$ cat config.mk
export PLATFORM = sky130hd
export DESIGN_NAME = pcd_decoder
export DESIGN_NICKNAME = d
export VERILOG_FILES = /design/src/hdl/pcd_pkg.sv /design/src/hdl/pcd_decoder.sv /design/src/hdl/pcd_sync.sv
export SDC_FILE = /design/constraint.sdc
export NUM_CORES = 1
export LEC_CHECK = 0
export BUFFER_PORTS_ARGS = -buffer_cell sky130_fd_sc_hd__buf_2
export CAP_MARGIN = 20
export CELL_PAD_IN_SITES_DETAIL_PLACEMENT = 2
export CELL_PAD_IN_SITES_GLOBAL_PLACEMENT = 2
export CORE_UTILIZATION = 33
export CTS_CLUSTER_SIZE = 8
export DETAILED_ROUTE_END_ITERATION = 6
export PLACE_DENSITY_LB_ADDON = 0.12
export SETUP_SLACK_MARGIN = 0.05
export SLEW_MARGIN = 20
export SYNTH_ARGS = -nofsm -noshare
export SYNTH_HDL_FRONTEND = slang
export SYNTH_HIERARCHICAL = 1
export SYNTH_SLANG_ARGS = --single-unit
$ cat constraint.sdc
create_clock -name clk -period 8.8 [get_ports clk]
set_input_delay 0.44 -clock clk [delete_from_list [all_inputs] [get_ports clk]]
set_output_delay 0.44 -clock clk [all_outputs]
set_load 0.02 [all_outputs]
$ cat src/hdl/pcd_pkg.sv
// pulse command decoder: shared constants, modes and carrier types
package pcd_pkg;
   // =====================================================================
   // timing
   localparam int          CLK_PERIOD_NS  = 100;
   localparam int          PWM_WINDOW_NS  = 102400;
   localparam int          PWM_WINDOW_CYC = PWM_WINDOW_NS / CLK_PERIOD_NS;
   localparam logic [10:0] PWM_WIN_LAST   = 11'(PWM_WINDOW_CYC - 1);
   localparam logic [11:0] PWM_FULL       = 12'(PWM_WINDOW_CYC);

   // =====================================================================
   // widths and reset values
   localparam int                 POS_W     = 32;
   localparam int                 ACC_W     = 25;
   localparam int                 CMD_W     = 12;
   localparam logic signed [31:0] POS_RESET = 32'sh0000_0000;
   localparam logic signed [24:0] ACC_RESET = 25'sh000_0000;
   localparam logic [10:0]        CNT_RESET = 11'h000;
   localparam logic [1:0]         SYNC_RESET = 2'h0;
   localparam logic signed [11:0] CMD_RESET = 12'sh000;

   // =====================================================================
   // command formats, one-hot
   typedef enum logic [4:0] {
      PCD_MODE_STEP   = 5'h01,  // step with direction
      PCD_MODE_UPDN   = 5'h02,  // up_down_pulse_format
      PCD_MODE_QUAD   = 5'h04,  // a/b quadrature, electronic gearing
      PCD_MODE_PWMDIR = 5'h08,  // pwm magnitude with direction
      PCD_MODE_PWM50  = 5'h10   // single signal pwm, half duty is zero
   } pcd_mode_t;

   typedef struct packed {
      logic [15:0] num;  // motor counts per ratio unit
      logic [15:0] den;  // input pulses per ratio unit
   } pcd_ratio_t;

   typedef struct packed {
      logic signed [POS_W-1:0] position;      // commanded motor position
      logic signed [CMD_W-1:0] command;       // velocity or torque command
      logic                    commandValid;  // command updated this cycle
      logic                    quadError;     // both quadrature inputs moved
   } pcd_out_t;

   typedef struct packed {
      logic [1:0] s1;
      logic [1:0] s2;
      logic [1:0] s3;
   } pcd_sync_t;

   typedef struct packed {
      logic signed [POS_W-1:0] position;
      logic signed [ACC_W-1:0] acc;
      logic [10:0]             windowCnt;
      logic [10:0]             highCnt;
      logic signed [CMD_W-1:0] command;
      logic                    commandValid;
      logic                    quadError;
   } pcd_state_t;
endpackage

$ cat src/hdl/pcd_decoder.sv
// pulse command decoder: position and velocity/torque command from two inputs
// Function
// In step mode each step pulse advances the commanded position by one increment.
// In step mode the direction input level picks the sign of each increment.
// In up/down mode pulses on the first input move CW and on the second CCW.
// Quadrature mode lets the position follow another motor's encoder (gearing).
// All pulse position formats scale input pulses by a programmable ratio.
// Quadrature mode takes direction and rate from input phase and edge rate.
// In PWM/direction mode the command magnitude is the measured duty cycle.
// In PWM/direction mode the direction level sets the command sign.
// Single-signal PWM uses one input and half duty gives a zero command.
// Single-signal PWM maps full duty to +full scale and zero duty to -full scale.
// Both inputs pass two synchronising flip-flops before edge or duty logic.
// Quadrature counts every edge of both inputs and ignores simultaneous changes.
`timescale 1ns/1ns
`default_nettype none
module pcd_decoder (
   input  wire logic      clk,                 // system clock, 10 MHz
   input  wire logic      reset,               // synchronous, active high
   input  wire logic      commandInputFirst,   // step, up, pwm or phase a
   input  wire logic      commandInputSecond,  // direction, down or phase b
   input  wire pcd_pkg::pcd_mode_t  mode,      // command format
   input  wire pcd_pkg::pcd_ratio_t ratio,     // counts per input pulse ratio
   output pcd_pkg::pcd_out_t        status     // registered results
);
   import pcd_pkg::*;

   // =====================================================================
   // signed increment of num, sign true moves clockwise (positive)
   function automatic logic signed [ACC_W-1:0] pcd_scale(input logic sign,
                                                          input logic [15:0] num);
      logic signed [ACC_W-1:0] mag;
      mag = $signed({9'h000, num});
      pcd_scale = sign ? mag : -mag;
   endfunction

   logic [1:0] level;
   logic [1:0] prev;
   logic [1:0] rise;
   logic [1:0] chg;

   pcd_sync u_sync (
      .clk   (clk),
      .reset (reset),
      .din   ({commandInputSecond, commandInputFirst}),
      .level (level),
      .prev  (prev)
   );

   assign rise = level & ~prev;
   assign chg  = level ^ prev;

   pcd_state_t              st;
   pcd_state_t              next_st;
   logic signed [ACC_W-1:0] delta;
   logic signed [ACC_W-1:0] sum;
   logic signed [ACC_W-1:0] denS;
   logic                    quadIllegal;
   logic [10:0]             highNext;
   logic [11:0]             twiceHigh;
   logic                    pwmMode;

   // =====================================================================
   // pulse decoding and ratio scaling
   always_comb begin
      next_st              = st;
      next_st.commandValid = 1'b0;
      delta                = '0;
      quadIllegal          = 1'b0;
      case (mode)
         PCD_MODE_STEP: begin
            if (rise[0]) begin
               delta = pcd_scale(level[1], ratio.num);
            end
         end
         PCD_MODE_UPDN: begin
            // coincident up and down pulses cancel out
            if (rise[0] && !rise[1]) begin
               delta = pcd_scale(1'b1, ratio.num);
            end else if (rise[1] && !rise[0]) begin
               delta = pcd_scale(1'b0, ratio.num);
            end
         end
         PCD_MODE_QUAD: begin
            if (chg == 2'h3) begin
               quadIllegal = 1'b1;
            end else if (chg[0]) begin
               delta = pcd_scale(level[0] != level[1], ratio.num);
            end else if (chg[1]) begin
               delta = pcd_scale(level[0] == level[1], ratio.num);
            end
         end
         default: begin
            delta = '0;
         end
      endcase
      next_st.quadError = quadIllegal;

      // a zero denominator is treated as one to keep the drain bounded
      denS = (ratio.den == 16'h0000) ? 25'sh000_0001 : $signed({9'h000, ratio.den});
      sum  = st.acc + delta;
      // at most one motor count per clock; num well above den lags fast pulses
      if (sum >= denS) begin
         next_st.position = st.position + 32'sh0000_0001;
         next_st.acc      = sum - denS;
      end else if (sum <= -denS) begin
         next_st.position = st.position - 32'sh0000_0001;
         next_st.acc      = sum + denS;
      end else begin
         next_st.acc      = sum;
      end

      // duty is measured over a fixed window, so no divider is needed
      pwmMode   = (mode == PCD_MODE_PWMDIR) || (mode == PCD_MODE_PWM50);
      highNext  = st.highCnt + {10'h000, level[0]};
      twiceHigh = {highNext, 1'b0};
      if (st.windowCnt == PWM_WIN_LAST) begin
         next_st.windowCnt = CNT_RESET;
         next_st.highCnt   = CNT_RESET;
         if (mode == PCD_MODE_PWMDIR) begin
            next_st.command      = level[1] ? $signed({1'b0, highNext})
                                            : -$signed({1'b0, highNext});
            next_st.commandValid = 1'b1;
         end else if (mode == PCD_MODE_PWM50) begin
            next_st.command      = $signed(twiceHigh - PWM_FULL);
            next_st.commandValid = 1'b1;
         end
      end else begin
         next_st.windowCnt = st.windowCnt + 11'h001;
         next_st.highCnt   = highNext;
      end
      if (!pwmMode) begin
         next_st.command = '0;
      end
   end

   always_ff @(posedge clk) begin
      if (reset) begin
         st.position     <= POS_RESET;
         st.acc          <= ACC_RESET;
         st.windowCnt    <= CNT_RESET;
         st.highCnt      <= CNT_RESET;
         st.command      <= CMD_RESET;
         st.commandValid <= 1'b0;
         st.quadError    <= 1'b0;
      end else begin
         st <= next_st;
      end
   end

   // one driver for the whole output struct
   assign status = '{position:     st.position,
                     command:      st.command,
                     commandValid: st.commandValid,
                     quadError:    st.quadError};
endmodule
`default_nettype wire

$ cat src/hdl/pcd_sync.sv
// pulse command decoder: two-stage input synchroniser with a history stage
`timescale 1ns/1ns
`default_nettype none
module pcd_sync (
   input  wire logic       clk,    // system clock
   input  wire logic       reset,  // synchronous, active high
   input  wire logic [1:0] din,    // raw command inputs
   output logic      [1:0] level,  // synchronised level
   output logic      [1:0] prev    // level one cycle earlier
);
   import pcd_pkg::*;

   pcd_sync_t st;
   pcd_sync_t next_st;

   // =====================================================================
   // s1 is read only by s2; edges are taken from s2 against s3
   always_comb begin
      next_st    = st;
      next_st.s1 = din;
      next_st.s2 = st.s1;
      next_st.s3 = st.s2;
   end

   always_ff @(posedge clk) begin
      if (reset) begin
         st <= {SYNC_RESET, SYNC_RESET, SYNC_RESET};
      end else begin
         st <= next_st;
      end
   end

   assign level = st.s2;
   assign prev  = st.s3;
endmodule
`default_nettype wire
==> results by group <==
STA
  – Setup ws final: 0.557 ns
  – Least-Margin Pin Slew: 0.864 ns
  – Fmax: 121 MHz
  – Setup TNS Final: 0 ns
  – Final hold violations: 0
  – Final setup viols: 0
  – Pins Over Slew Limit: 0
  – Min Tclk post-route: 8.24 ns
  – Clock Skew: 0.0139 ns
  – Unrepaired setup endpoints after global routing: false
  – Fin crit share: 93.7%
  – Worst hold slack: 0.281 ns
  – Worst slew margin: 42.3%

Global route
  – Pin count of the biggest net entering global routing: 40
  – Total GRT Usage: 22.4%
  – Initial antenna violation count: 0
  – Grt ovf: 0
  – Vias in the first global route: 10,900
  – First-pass GRT wire length: 58,200 um

Synth
  – Synthesized flop and latch total: 99
  – Netlist cell types: 97
  – Post-synthesis sequential area ratio: 18.8%
  – Mapped cell area: 0.0105 mm2
  – Number of synthesized flops with an enable pin: 0
  – Synthesis warning total: 6
  – Async SR Flop Fraction: 0%
  – Synth Instances: 1,394
  – Mapped Avg Cell Area: 7.56 um2
  – Top_reg_cell synth: dfxtp_1

Placement
  – Dpl cells: 1,806
  – Worst slack, placed: -0.122 ns
  – RD Place Congestion: 0.839
  – Placed Area: 0.0111 mm2
  – Hpwl dp: 28,700 um
  – Port bufs: 86

Worst setup path
  – CP endpoint kind: flop
  – FF-to-FF Start: u_sync/level[0]
  – Critical path type: flop to flop
  – WP data required: 9.05 ns
  – CP Buf/Inv Count: 2
  – Worst endpoint data arrival time: 8.49 ns
  – FF-to-FF End: status[45]
  – CP startpoint: u_sync/level[0]
  – Slowest-stage cell, CP: o41a_1
  – Delay-heaviest family, CP: compound AO/OA/AOI/OAI gates
  – Worst-path fanout max: 13
  – Critical path launch point type: flop
  – Critical Path Max Stage Delay: 0.48 ns
  – Worst reg2reg path depth: 38
  – Reg2reg setup slack: 0.56 ns

Clock network
  – CTS max path bufs: 2
  – Clock Latency Late Sink: 0.38 ns
  – Hold_buf cts: 0
  – Clock sink count: 99
  – Reg clk slew, reported paths: 0.08 ns
  – CTS buffer count: 9
  – Root Buffer: clkbuf_16
  – H-Tree Depth: 3
  – TritonCTS clock tree: yes

Final layout
  – Final core occ: 36.6%
  – Layout cells sized above 1: 14.0%
  – FF/Latch Area: 0.00198 mm2
  – Nets: 1,580
  – Final Non-Filler Cells: 1,825
  – Area of the multi-input gates: 0.00779 mm2
  – Cell area after layout: 0.0115 mm2
  – Filler cells: 3,763
  – Area Growth Syn to Fin: 9.30%
  – N_diodes: 0

Detailed routing
  – Number of routed nets with antenna violations: 0
  – Final wirelength: 36,200 um
  – Starting DRT DRC Count: 335
  – Drt drc: 0
  – Per-cell routed wire length: 19.8 um
  – Via count: 10,200
  – Drt first pass iters: 4
  – Vias per inst: 5.58

Floorplanning
  – IO Count: 87
  – Vert. Die Dim: 181 um
  – Site Rows: 65
  – Full die area: 0.0327 mm2
  – Die Wd: 181 um
  – Starting Density: 33.5%
  – Core area: 0.0315 mm2

Worst hold path
  – Hold Crit Start: commandInputFirst
  – Worst hold endpoint: u_sync/next_st[2]
  – Hold Crit Depth: 2
  – Min-Delay Path Class: primary input to flop

Outcome
  – Status: finished clean

Pwr
  – Pwr Density: 319 mW/mm2
  – Worst vdd ir: 156 uV
  – Static Leak: 5.08 nW
  – Total Power: 3.68 mW

Run
  – Max cap viols: 0
## Yosys cell counts (6+ instances only)
cell type / number / share of area, %
a31oi_1: 21 / 1.2
nor2b_1: 17 / 1.0
o21ai_0: 66 / 3.1
and2_1: 10 / 0.59
xnor2_1: 61 / 5.1
o21bai_1: 16 / 1.1
nor4_1: 7 / 0.42
o211ai_1: 11 / 0.78
buf_2: 9 / 0.43
or3_1: 18 / 1.1
nand4_1: 21 / 1.2
nand3_1: 35 / 1.7
a21oi_1: 139 / 6.6
nand2b_1: 16 / 0.95
ha_1: 117 / 14
o31ai_1: 6 / 0.43
xor2_1: 37 / 3.1
or2_2: 6 / 0.36
buf_4: 49 / 3.5
a21o_1: 38 / 2.7
dfxtp_1: 99 / 19
clkbuf_1: 43 / 1.5
nor3_1: 40 / 1.9
buf_6: 7 / 0.75
and3_1: 18 / 1.1
o21a_1: 14 / 1.0
a311oi_1: 6 / 0.50
a211oi_1: 17 / 1.2
inv_1: 58 / 2.1
nor2_1: 136 / 4.8
a41oi_1: 6 / 0.50
nand2_1: 127 / 4.5
## how the worst max path moves through the flow
stage | to | cells after the start
finish | status[45] | 38
global route | status[45] | 38
global placement | status[44] | 33
detailed placement | status[44] | 39
floorplan | status[44] | 43
CTS | status[44] | 38
## timing repair
item                                    4_1_cts  5_1_grt
cloned                                        0        0
pin swaps                                     0        4
setup buffers                                 0        3
hold endpoints to repair                      0        0
endpoints found under the setup margin        2        5
gates resized for setup                       1       24
## metal layers
metal  part of all wire, %  GRT usage (%)  up-vias
met5                     0              0        -
met4                   2.3           6.70        0
met3                   1.8           2.68       38
met2                    49           40.3       89
met1                    46           27.6     5053
li1                      -              -     4998
## sequential cells by signal, summed over array words and instances (netlist names)
name / flops
st: 47
u_sync/next_st: 2
u_sync/level: 2
status: 46
u_sync/prev: 2
## cell type report
cell class	count	area share [%]
clock buffer	9	1.95
sequential	99	17.2
tap	402	4.36
inverter	59	1.97
multi-input combinational	1130	67.6
clock inverter	7	0.814
timing repair buffer	119	6.10
## where the power goes
part | internal [mW] | total, mW | leakage, nW | switching [mW]
logic | 0.989 | 2.63 | 4.12 | 1.64
clock network | 0.229 | 0.448 | 0.153 | 0.218
registers | 0.545 | 0.606 | 0.811 | 0.0613
## cell families (layout without fill, tap and decap cells)
family | after synthesis | count (layout) | synth area share (%)
AO/OA/AOI/OAI | 409 | 409 | 25.6
XOR/XNOR | 100 | 100 | 8.45
adder cells (fa/ha/maj) | 121 | 121 | 14.6
buffers and inverters | 168 | 194 | 8.33
flip-flops | 99 | 99 | 18.8
multiplexers | 5 | 5 | 0.475
other | 1 | 4 | 0.0356
AND/OR/NAND/NOR | 491 | 491 | 23.7
## layout by cell type, fill, tap and decap left out, types with 9 or more instances in the layout
| master | count |
|---|---|
| a21oi_1 | 139 |
| nor2_1 | 136 |
| nand2_1 | 127 |
| ha_1 | 113 |
| dfxtp_1 | 98 |
| buf_2 | 86 |
| o21ai_0 | 65 |
| xnor2_1 | 60 |
| inv_1 | 58 |
| a21o_1 | 38 |
| nor3_1 | 38 |
| nand3_1 | 35 |
| xor2_1 | 35 |
| buf_4 | 31 |
| a31oi_1 | 21 |
| nand4_1 | 21 |
| and3_1 | 18 |
| or3_1 | 18 |
| a211oi_1 | 17 |
| nand2b_1 | 16 |
| o21bai_1 | 16 |
| nor2b_1 | 15 |
| o21a_1 | 14 |
| o211ai_1 | 11 |
| and2_1 | 10 |
| clkbuf_16 | 9 |
Note: power is estimated with default switching activity, not from simulation.
